**config.mk**
```make
export PLATFORM = sky130hd
export DESIGN_NAME = dag_top
export DESIGN_NICKNAME = d
export VERILOG_FILES = /design/src/dag_pkg.sv /design/src/dag_math_if.sv /design/src/dag_math_unit.sv /design/src/dag_top.sv
export VERILOG_INCLUDE_DIRS = /design/src /design/src/src
export SDC_FILE = /design/constraint.sdc
export NUM_CORES = 1
export LEC_CHECK = 0
export BUFFER_PORTS_ARGS = -buffer_cell sky130_fd_sc_hd__buf_2
export CAP_MARGIN = 20
export CORE_MARGIN = 4
export CORE_UTILIZATION = 55
export DETAILED_ROUTE_END_ITERATION = 10
export PLACE_DENSITY = 0.75
export SLEW_MARGIN = 5
export SYNTH_ARGS = -nofsm -noshare
export SYNTH_HDL_FRONTEND = slang
export SYNTH_SLANG_ARGS = --single-unit
```
**constraint.sdc**
```tcl
create_clock -name pclk -period 5.7 [get_ports pclk]
set_clock_uncertainty 0.05 [all_clocks]
set_input_delay 0.57 -clock pclk [delete_from_list [all_inputs] [get_ports pclk]]
set_output_delay 0.57 -clock pclk [all_outputs]
set_load 0.1 [all_outputs]
```
**src/dag_regs.svh**
```systemverilog
// Register offsets, field positions, reset values for the data address generator.
// Assumes inclusion by bare name from the top module.
`ifndef DAG_REGS_SVH
`define DAG_REGS_SVH

// Byte offsets on the APB register window
`define DAG_OFF_STAT_ZERO 12'h000
`define DAG_OFF_STAT_ONE 12'h004
`define DAG_OFF_LAST 12'h008
`define DAG_OFF_PTR0 12'h020
`define DAG_OFF_PTR_END 12'h03C

// Field positions inside the status words and the last-access word
`define DAG_PAGE_LSB 0
`define DAG_PAGE_MSB 8
`define DAG_SEL_LSB 13
`define DAG_SEL_MSB 15
`define DAG_MAP_BIT 12
`define DAG_LAST_WR_BIT 16
`define DAG_LAST_CMP_BIT 17

// Reset values
`define DAG_RST_PTR 16'h0000
`define DAG_RST_PAGE 9'h000
`define DAG_RST_SEL 3'h0
`define DAG_RST_MAP 1'b0

// Unit step for plain increment and decrement
`define DAG_STEP_ONE 16'h0001

`endif

```
**src/dag_pkg.sv**
```systemverilog
// Types shared by the data address generator and its pointer math unit.
// Assumes dag_regs.svh holds the numeric constants.
package dag_pkg;
    // Pointer math operations requested by the decoder
    typedef enum logic [2:0] {
        DAG_OP_NONE = 3'h0,
        DAG_OP_INC = 3'h1,
        DAG_OP_DEC = 3'h2,
        DAG_OP_BR_INC = 3'h3,
        DAG_OP_BR_DEC = 3'h4,
        DAG_OP_CMP_EQ = 3'h5,
        DAG_OP_CMP_LT = 3'h6,
        DAG_OP_CMP_GT = 3'h7
    } dag_op_t;

    typedef logic [15:0] dag_word_t;
    typedef logic [2:0] dag_sel_t;
    typedef logic [8:0] dag_page_t;
endpackage

```
**src/dag_math_if.sv**
```systemverilog
// Carrier between the address generator and its pointer math unit.
// Assumes both ends run in the same pclk domain; the unit is combinational.
`timescale 1ns/1ps
`default_nettype none
interface dag_math_if;
    import dag_pkg::*;
    dag_word_t a;
    dag_word_t b;
    dag_op_t op;
    dag_word_t res;
    logic eq;
    logic lt;

    modport unit (input a, input b, input op, output res, output eq, output lt);
    modport user (output a, output b, output op, input res, input eq, input lt);
endinterface
`default_nettype wire

```
**src/dag_math_unit.sv**
```systemverilog
// Pointer math unit: add, subtract, bit-reversed add and subtract, compare.
// Assumes the caller registers the result; this module is purely combinational.
`timescale 1ns/1ps
`default_nettype none
module dag_math_unit
(
    // Operands and result
    dag_math_if.unit m
);
    import dag_pkg::*;

    // Mirror a word so that carries run from the top bit downward
    function automatic dag_word_t rev16(input dag_word_t w);
        dag_word_t r;
        r = '0;
        for (int i = 0; i < 16; i++)
        begin
            r[i] = w[15 - i];
        end
        return r;
    endfunction

    // Result and compare flags; wrap is silent, no carry flag exists
    always_comb
    begin
        m.res = m.a;
        m.eq = (m.a == m.b);
        m.lt = (m.a < m.b);
        case (m.op)
            DAG_OP_INC: m.res = m.a + m.b;
            DAG_OP_DEC: m.res = m.a - m.b;
            DAG_OP_BR_INC: m.res = rev16(rev16(m.a) + rev16(m.b));
            DAG_OP_BR_DEC: m.res = rev16(rev16(m.a) - rev16(m.b));
            default: m.res = m.a;
        endcase
    end
endmodule
`default_nettype wire

```
**src/dag_top.sv**
```systemverilog
// Data address generator: eight pointers, page pointer, selector pair, address buses.
// Assumes a decoder issuing at most one access per cycle and an APB master.
// Operation
// - Eight 16-bit pointer registers, numbered zero to seven, hold data addresses.
// - Three-bit selector in status word zero picks the current pointer.
// - Three-bit copy in status word one keeps the selector's previous value.
// - Pointer math unit increments, decrements or compares pointer contents.
// - Direct address is page pointer on top, seven instruction bits below.
// - Nine-bit page pointer in status word zero picks one of 512 pages.
// - Each page is 128 contiguous words, page zero starting at zero.
// - Bit-reversed indirect mode runs carries from top bit toward bottom bit.
// - At most one data address is produced per cycle.
// - Bit 12 of status word one maps RAM block zero to program or data.
// - Read addresses and write addresses leave on separate 16-bit buses.
// - Indirect access uses the current pointer's contents as the address.
// - A selector change takes effect for accesses after the changing instruction.
//
// Our own choices: the placing of the registers and the APB slave port.
`timescale 1ns/1ps
`default_nettype none
`include "dag_regs.svh"
module dag_top
#(
    parameter int NUM_PTR = 8,
    parameter int ADDR_W = 12
)
(
    // Clock and reset
    input wire logic pclk,
    input wire logic presetn,
    // APB slave
    input wire logic psel,
    input wire logic penable,
    input wire logic pwrite,
    input wire logic [ADDR_W-1:0] paddr,
    input wire logic [31:0] pwdata,
    output logic [31:0] prdata,
    output logic pready,
    output logic pslverr,
    // Decoder request
    input wire logic instr_valid,
    input wire logic instr_indirect,
    input wire logic instr_write,
    input wire logic [6:0] instr_offset,
    input wire dag_pkg::dag_op_t instr_op,
    input wire logic instr_sel_load,
    input wire dag_pkg::dag_sel_t instr_sel_value,
    input wire logic instr_page_load,
    input wire dag_pkg::dag_page_t instr_page_value,
    // Memory address buses and status
    output dag_pkg::dag_word_t read_addr_bus,
    output logic read_valid,
    output dag_pkg::dag_word_t write_addr_bus,
    output logic write_valid,
    output logic cmp_true,
    output logic block_zero_map_flag,
    output dag_pkg::dag_sel_t current_pointer_select
);
    import dag_pkg::*;

    dag_word_t pointer_regs_q [NUM_PTR];
    dag_word_t pointer_regs_d [NUM_PTR];
    dag_sel_t sel_q;
    dag_sel_t sel_d;
    dag_sel_t prev_q;
    dag_sel_t prev_d;
    dag_page_t page_q;
    dag_page_t page_d;
    logic map_q;
    logic map_d;
    dag_word_t rd_addr_q;
    dag_word_t rd_addr_d;
    dag_word_t wr_addr_q;
    dag_word_t wr_addr_d;
    logic rd_vld_q;
    logic rd_vld_d;
    logic wr_vld_q;
    logic wr_vld_d;
    logic last_wr_q;
    logic last_wr_d;
    logic cmp_q;
    logic cmp_d;
    logic [31:0] prdata_q;
    logic [31:0] prdata_d;
    logic pready_q;
    logic pready_d;
    logic pslverr_q;
    logic pslverr_d;
    dag_word_t cur_ptr;
    dag_word_t access_addr;
    logic apb_setup;
    logic apb_wr;
    dag_math_if m ();

    // Register window decode, shared by read and write paths
    function automatic logic is_ptr(input logic [ADDR_W-1:0] a);
        return (a >= `DAG_OFF_PTR0) && (a <= `DAG_OFF_PTR_END) && (a[1:0] == 2'b00);
    endfunction

    function automatic logic is_mapped(input logic [ADDR_W-1:0] a);
        return is_ptr(a) || (a == `DAG_OFF_STAT_ZERO) || (a == `DAG_OFF_STAT_ONE) || (a == `DAG_OFF_LAST);
    endfunction

    function automatic dag_sel_t ptr_idx(input logic [ADDR_W-1:0] a);
        logic [ADDR_W-1:0] d;
        d = a - `DAG_OFF_PTR0;
        return d[4:2];
    endfunction

    dag_math_unit u_math
    (
        .m(m)
    );

    // Current pointer and operand steering into the math unit
    always_comb
    begin
        cur_ptr = pointer_regs_q[sel_q];
        m.a = cur_ptr;
        m.op = instr_valid ? instr_op : DAG_OP_NONE;
        // Index step lives in pointer zero for bit-reversed and compare work
        case (m.op)
            DAG_OP_INC, DAG_OP_DEC: m.b = `DAG_STEP_ONE;
            default: m.b = pointer_regs_q[0];
        endcase
    end

    // Address formation for the single access of this cycle
    always_comb
    begin
        if (instr_indirect)
        begin
            access_addr = cur_ptr;
        end
        else
        begin
            access_addr = {page_q, instr_offset};
        end
    end

    // APB phase decode; writes land only on the completing access edge
    assign apb_setup = psel && !penable;
    assign apb_wr = psel && penable && pready_q && pwrite;

    // Next state of the architectural registers
    always_comb
    begin
        pointer_regs_d = pointer_regs_q;
        sel_d = sel_q;
        prev_d = prev_q;
        page_d = page_q;
        map_d = map_q;
        // Software writes first, so a same-cycle decoder update overrides them
        if (apb_wr && is_ptr(paddr))
        begin
            pointer_regs_d[ptr_idx(paddr)] = pwdata[15:0];
        end
        if (apb_wr && (paddr == `DAG_OFF_STAT_ONE))
        begin
            prev_d = pwdata[`DAG_SEL_MSB:`DAG_SEL_LSB];
            map_d = pwdata[`DAG_MAP_BIT];
        end
        if (apb_wr && (paddr == `DAG_OFF_STAT_ZERO))
        begin
            page_d = pwdata[`DAG_PAGE_MSB:`DAG_PAGE_LSB];
            sel_d = pwdata[`DAG_SEL_MSB:`DAG_SEL_LSB];
            prev_d = sel_q;
        end
        if (instr_valid && instr_page_load)
        begin
            page_d = instr_page_value;
        end
        if (instr_valid && instr_indirect && (instr_op != DAG_OP_NONE) && (instr_op < DAG_OP_CMP_EQ))
        begin
            pointer_regs_d[sel_q] = m.res;
        end
        if (instr_valid && instr_sel_load)
        begin
            sel_d = instr_sel_value;
            prev_d = sel_q;
        end
    end

    // Next state of the bus outputs and compare result
    always_comb
    begin
        rd_addr_d = rd_addr_q;
        wr_addr_d = wr_addr_q;
        rd_vld_d = 1'b0;
        wr_vld_d = 1'b0;
        last_wr_d = last_wr_q;
        cmp_d = cmp_q;
        if (instr_valid)
        begin
            last_wr_d = instr_write;
            if (instr_write)
            begin
                wr_addr_d = access_addr;
                wr_vld_d = 1'b1;
            end
            else
            begin
                rd_addr_d = access_addr;
                rd_vld_d = 1'b1;
            end
        end
        case (m.op)
            DAG_OP_CMP_EQ: cmp_d = m.eq;
            DAG_OP_CMP_LT: cmp_d = m.lt;
            DAG_OP_CMP_GT: cmp_d = !m.lt && !m.eq;
            default: cmp_d = cmp_q;
        endcase
    end

    // APB answer: ready in the first access cycle, read data caught at setup
    always_comb
    begin
        pready_d = apb_setup;
        pslverr_d = apb_setup && !is_mapped(paddr);
        prdata_d = apb_setup ? 32'h0000_0000 : prdata_q;
        if (apb_setup)
        begin
            if (is_ptr(paddr))
            begin
                prdata_d[15:0] = pointer_regs_q[ptr_idx(paddr)];
            end
            else if (paddr == `DAG_OFF_STAT_ZERO)
            begin
                prdata_d[`DAG_PAGE_MSB:`DAG_PAGE_LSB] = page_q;
                prdata_d[`DAG_SEL_MSB:`DAG_SEL_LSB] = sel_q;
            end
            else if (paddr == `DAG_OFF_STAT_ONE)
            begin
                prdata_d[`DAG_SEL_MSB:`DAG_SEL_LSB] = prev_q;
                prdata_d[`DAG_MAP_BIT] = map_q;
            end
            else if (paddr == `DAG_OFF_LAST)
            begin
                // Last address shows the block's own activity to software
                prdata_d[15:0] = last_wr_q ? wr_addr_q : rd_addr_q;
                prdata_d[`DAG_LAST_WR_BIT] = last_wr_q;
                prdata_d[`DAG_LAST_CMP_BIT] = cmp_q;
            end
        end
    end

    // Pointer register flops, one per entry
    genvar gi;
    generate
        for (gi = 0; gi < NUM_PTR; gi++)
        begin : g_ptr
            always_ff @(posedge pclk or negedge presetn)
            begin
                if (!presetn)
                begin
                    pointer_regs_q[gi] <= `DAG_RST_PTR;
                end
                else
                begin
                    pointer_regs_q[gi] <= pointer_regs_d[gi];
                end
            end
        end
    endgenerate

    // Status and output flops
    always_ff @(posedge pclk or negedge presetn)
    begin
        if (!presetn)
        begin
            sel_q <= `DAG_RST_SEL;
            prev_q <= `DAG_RST_SEL;
            page_q <= `DAG_RST_PAGE;
            map_q <= `DAG_RST_MAP;
            rd_addr_q <= 16'h0000;
            wr_addr_q <= 16'h0000;
            rd_vld_q <= 1'b0;
            wr_vld_q <= 1'b0;
            last_wr_q <= 1'b0;
            cmp_q <= 1'b0;
            prdata_q <= 32'h0000_0000;
            pready_q <= 1'b0;
            pslverr_q <= 1'b0;
        end
        else
        begin
            sel_q <= sel_d;
            prev_q <= prev_d;
            page_q <= page_d;
            map_q <= map_d;
            rd_addr_q <= rd_addr_d;
            wr_addr_q <= wr_addr_d;
            rd_vld_q <= rd_vld_d;
            wr_vld_q <= wr_vld_d;
            last_wr_q <= last_wr_d;
            cmp_q <= cmp_d;
            prdata_q <= prdata_d;
            pready_q <= pready_d;
            pslverr_q <= pslverr_d;
        end
    end

    // Outputs straight from flops
    assign prdata = prdata_q;
    assign pready = pready_q;
    assign pslverr = pslverr_q;
    assign read_addr_bus = rd_addr_q;
    assign read_valid = rd_vld_q;
    assign write_addr_bus = wr_addr_q;
    assign write_valid = wr_vld_q;
    assign cmp_true = cmp_q;
    assign block_zero_map_flag = map_q;
    assign current_pointer_select = sel_q;
endmodule
`default_nettype wire

```
Word-level counts from Yosys, hierarchy flattened
Index checks and enable logic that the tools add are counted.
{ "word_totals": {"inputBits": 76, "wordCells": 125, "ff_bits": 200, "output_inout_bits": 73} }
{ "op_classes": {"order_cmp": 8, "n_eq_ne": 10, "n_bitwise": 3, "n_mux": 43, "add_sub_neg": 5, "n_reduce_logical": 35} }
{ "ops": {"columns": ["operator", "n"], "rows": [
  ["bitwise mux 128 bit", 2],
  ["2-to-1 mux 128 bit", 2],
  ["2-to-1 mux 16 bit", 10],
  ["binary-select mux 16 bit (select 3 bit)", 2],
  ["demux 16 bit (select 3 bit)", 2],
  ["one-hot mux 16 bit (4 select lines)", 1],
  ["2-to-1 mux 18 bit", 3],
  ["adder 16 bit", 2],
  ["subtractor 16 bit", 2],
  ["2-to-1 mux 9 bit", 3],
  ["2-to-1 mux 3 bit", 7],
  ["logical AND 1 bit", 18],
  ["== test 16 bit", 1],
  ["less-than comparator 16 bit", 1],
  ["== test 12 x 3 -> 1 bit, second input constant", 1],
  ["== test 12 x 4 -> 1 bit, second input constant", 1],
  ["== test 3 bit, second input constant", 4],
  ["greater-or-equal comparator 12 x 6 -> 1 bit, second input constant", 1],
  ["<= comparator 12 x 6 -> 1 bit, second input constant", 1],
  ["logical NOT 12 bit", 1],
  ["2-to-1 mux 12 bit", 1],
  ["nonzero test 3 bit", 3],
  ["greater-or-equal comparator 4 bit, second input constant", 2],
  ["less-than comparator 4 x 1 -> 1 bit, second input constant", 2],
  ["16 further kinds", 31]
]} }

Depth between registers and ports, before layout
{ "depth": {"depth_word": 10, "mapped_depth": 20, "ltp_nobuf": 17} }

Cells and area by module
Synthesis repeated with hierarchy kept, for this count alone.
{ "hier_totals": {"hier_cells": 1941, "hier_area_um2": 16071.7} }
{ "by_module_without_submodules": {"columns": ["module", "n_inst", "cells_each", "seq_area_each_um2", "area_each_um2"], "rows": [
  ["dag_top", 1, 1409, 5004.8, 12650.9],
  ["dag_math_unit", 1, 532, 0.0, 3420.8]
]} }

Worst setup path after synthesis
Ideal clock, no wire load.
{ "synth_path": {"path_type": "register -> register", "start": "reg sel_q[1], in the netlist current_pointer_select[1]", "end": "reg pointer_regs_q[26] in the netlist's numbering", "n_path_buf": 4, "slack_ns": 0.389, "stages_incl_launch_ff": 21, "setup_time_ns": 0.146, "required_ns": 5.504, "synth_period_minus_slack_ns": 5.311, "arrival_time_ns": 5.115, "path_cell_list": "dfrtp_1 buf_6 buf_6 clkbuf_1 clkbuf_1 nor2_1 a221oi_1 a21oi_1 nor2_1 ha_1 inv_1 fa_1 a211oi_1 o21bai_1 a211o_1 a31o_2 a211o_1 a31oi_1 o21ai_0 nor3_1 a22oi_1"} }
{ "synth_lines": {"columns": ["element", "line", "source"], "rows": [
  ["from (decl)", "dag_top.sv:63", "dag_sel_t sel_q;"],
  ["from (signal assigned)", "dag_top.sv:271", "sel_q <= `DAG_RST_SEL;"],
  ["from (signal assigned)", "dag_top.sv:287", "sel_q <= sel_d;"],
  ["to (signal, indexed assignment)", "dag_top.sv:256", "pointer_regs_q[gi] <= `DAG_RST_PTR;"],
  ["to (signal, indexed assignment)", "dag_top.sv:260", "pointer_regs_q[gi] <= pointer_regs_d[gi];"],
  ["to (decl)", "dag_top.sv:61", "dag_word_t pointer_regs_q [NUM_PTR];"]
]} }

==> flow_metrics.py <==
metrics = {
    "detailed_routing": {
        "wirelength_um": 52600,
        "dr.pass1.iters": 7,
        "initialDrtViolationCount": 2131,
        "ant_nets": 0,
        "via_count": 14100,
        "drc": 0,
        "viasPerCell": 6.86,
        "wl_per_cell_um": 25.7,
    },
    "logic_synthesis": {
        "synth-seq-cells": 200,
        "synth_edf_count": 0,
        "synthTopCellsByArea": "dfrtp_1, mux2i_1, mux2_2",
        "synth-seq-area-share_pct": 33.4,
        "yosys.area.top_type": "dfrtp_1",
        "yosysUniqueCellTypes": 86,
        "yosysWarnings": 0,
        "syn_inst": 1614,
        "ys.flop_type": "dfrtp_1",
        "synth_area_mm2": 0.0150,
        "synth.most_common_cell": "dfrtp_1",
        "synth.avg_cell_area_um2": 9.28,
        "yosys-top-cells-count": "dfrtp_1, nand2_1, mux2i_1",
        "async_reset_ff_share_pct": 100,
        "synth_top_area_share_pct": 33.4,
    },
    "place": {
        "portBuffers": 118,
        "postPlaceCellArea_mm2": 0.0159,
        "dp_slack_ns": 0.351,
        "gp_congestion": 1.01,
        "dp_cells": 2012,
        "hpwl_um": 37700,
    },
    "pwr": {
        "switchingPower_mw": 4.62,
        "p_total_mw": 9.12,
        "seqPwrFrac_pct": 26.5,
        "power.internal_mw": 4.50,
        "p_leak_nw": 7.77,
        "swShare_pct": 50.6,
        "powerDensity_mw_per_mm2": 551,
        "vdd_ir_drop_max_uv": 273,
        "p_comb_share_pct": 60.1,
        "clkPwrFrac_pct": 13.5,
    },
    "cells_and_area": {
        "drive_above_1_share_pct": 22.1,
        "stdcell_count": 2050,
        "finish.instance_area_mm2": 0.0166,
        "fillers": 2270,
        "ff_latch_area_mm2": 0.00501,
        "areaGrowthSynthToFinish_pct": 10.6,
        "utilization_pct": 61.6,
        "num-nets-final": 1807,
        "multi_input_area_mm2": 0.00923,
    },
    "die": {
        "die_w_um": 173,
        "io_pins": 149,
        "start_util_pct": 55.7,
        "fp.dieH_um": 173,
        "core_mm2": 0.0269,
        "fp.dieArea_mm2": 0.0299,
        "row_count": 60,
    },
    "timing": {
        "hold_violations": 0,
        "hold_ws_ns": 0.0919,
        "finalSetupViolCount": 0,
        "setup_tns_ns": 0,
        "rsz0062_at_grt": "no",
        "worst_slack_ns": 0.294,
        "min_period_ns": 5.41,
        "min_period_over_period_pct": 94.8,
        "timing.fmax_ghz": 0.185,
        "tightest_slew_ns": 1.17,
        "slew_headroom_pct": 22.0,
        "slew_violations": 0,
    },
    "critical_path": {
        "r2r_setup_slack_ns": 0.29,
        "reg2reg_from": "current_pointer_select[0]",
        "crit_required_ns": 5.95,
        "crit_path_max_fanout": 34,
        "reg2regPathDepth": 13,
        "start_kind": "register",
        "crit_type": "register to register",
        "critPathCaptureType": "register",
        "r2r-end": "pointer_regs_q[2]",
        "cp_data_arrival_time_ns": 5.65,
    },
    "grt": {
        "overflow": 0,
        "grt_use_total_pct": 33.7,
        "grt_pass1_wl_um": 79500,
        "first_global_vias": 13200,
        "grt_max_degree": 81,
        "use_met1_pct": 46.4,
        "grt_util_met2_pct": 51.8,
        "top_usage_layer": "met2",
        "gr-usage-met3_pct": 8.35,
        "antenna_found_initial": 2,
    },
    "cts": {
        "ctsLongestPathBuffers": 2,
        "numCtsBuffers": 17,
        "path_clk_slew_ns": 0.08,
        "cts_sinks": 200,
        "root_buffer": "clkbuf_16",
        "clock_latency_ns": 0.46,
        "cts_tree": "yes",
        "htreeDepth": 4,
    },
    "min_path": {
        "hp-class": "primary input to asynchronous set/reset pin",
    },
    "run": {
        "maxCapViolations": 0,
    },
    "run_status": {
        "status": "finished, final reports clean",
    },
}
cells in the final DEF, fill, tap and decap left out, drive strengths merged, types with 14 or more instances in the layout:
master and instances:
clkbuf 19, buf 180, a211oi 28, nor2b 14
o211ai 16, a22oi 16, inv 52, dfrtp 200
o31ai 17, mux4 39, nand2 184, conb 14
o21ai 134, nor2 118, a221oi 23, nand3 23
ha 32, o21a 20, nand2b 20, a21o 19
a21oi 94, mux2 92, and2 14, nor3 31
mux2i 168
critical path: stages (launching register included):
cell and delay (ns):
dfrtp_2 0.92, nor2_1 0.26, a22o_1 0.24, a22oi_1 0.41, inv_1 0.21, ha_1 0.46, nor2b_1 0.21, o31ai_1 0.34
a31oi_1 0.26, a21oi_1 0.55, o21bai_1 0.21, a221o_1 0.42, a211oi_4 0.50, mux2i_1 0.17
registers in the layout (all words and copies together) (netlist names), named ones only:
register	count
pslverr	1
page_q	9
current_pointer_select	3
cmp_true	1
block_zero_map_flag	1
write_addr_bus	16
prev_q	3
last_wr_q	1
write_valid	1
pointer_regs_q	128
read_addr_bus	16
pready	1
read_valid	1
metal layers:
metal	wire length, um	share of wire, %	vias to the layer above
li1	-	-	6067
met1	20400	39	6812
met2	23500	45	988
met3	6200	12	185
met4	2440	4.6	2
met5	7	0.013	-
worst max-delay path by stage:
stage	start	end	slack (ns)	cells after the start
floorplan	current_pointer_select[1]	pointer_regs_q[26]	0.39	20
global placement	current_pointer_select[1]	pointer_regs_q[74]	0.42	16
detailed placement	current_pointer_select[1]	pointer_regs_q[74]	0.35	16
CTS	current_pointer_select[1]	pointer_regs_q[74]	0.33	16
global route	current_pointer_select[0]	pointer_regs_q[69]	0.13	17
finish	current_pointer_select[0]	pointer_regs_q[2]	0.29	13
kinds of logic after synthesis:
| kind of cell | share of synthesized area [%] |
|---|---|
| compound gates | 20.1 |
| simple gates | 13.3 |
| mux | 24.0 |
| flops | 33.4 |
| buf+inv | 5.32 |
| fa+ha+maj | 3.21 |
| xor+xnor | 0.702 |
| other cells | 0.0250 |
timing repair:
item | CTS | global route
endpoints found under the setup margin | 0 | 4
setup buffers | 0 | 0
hold buffers | 0 | 0
resized for setup | 0 | 1
cell type report:
class	count	share of cell area [%]
diodes	1	0.0151
clock buffers	18	2.59
clock inverters	14	0.944
inverters	47	1.06
multi-input cells	1248	55.7
flip-flops and latches	200	30.2
well taps	341	2.58
repair buffers	181	6.87
power by group through the flow:
stage                     registers, mW  clock network (mW)  logic (mW)
after floorplan                    2.77                   0        3.42
after global placement             2.37                   0        5.21
after detailed placement           2.40                   0        5.30
after CTS                          2.38                1.23        5.33
after global routing               2.46                1.29        5.83
final                              2.41                1.23        5.48
(Power assumes the default switching activity.)
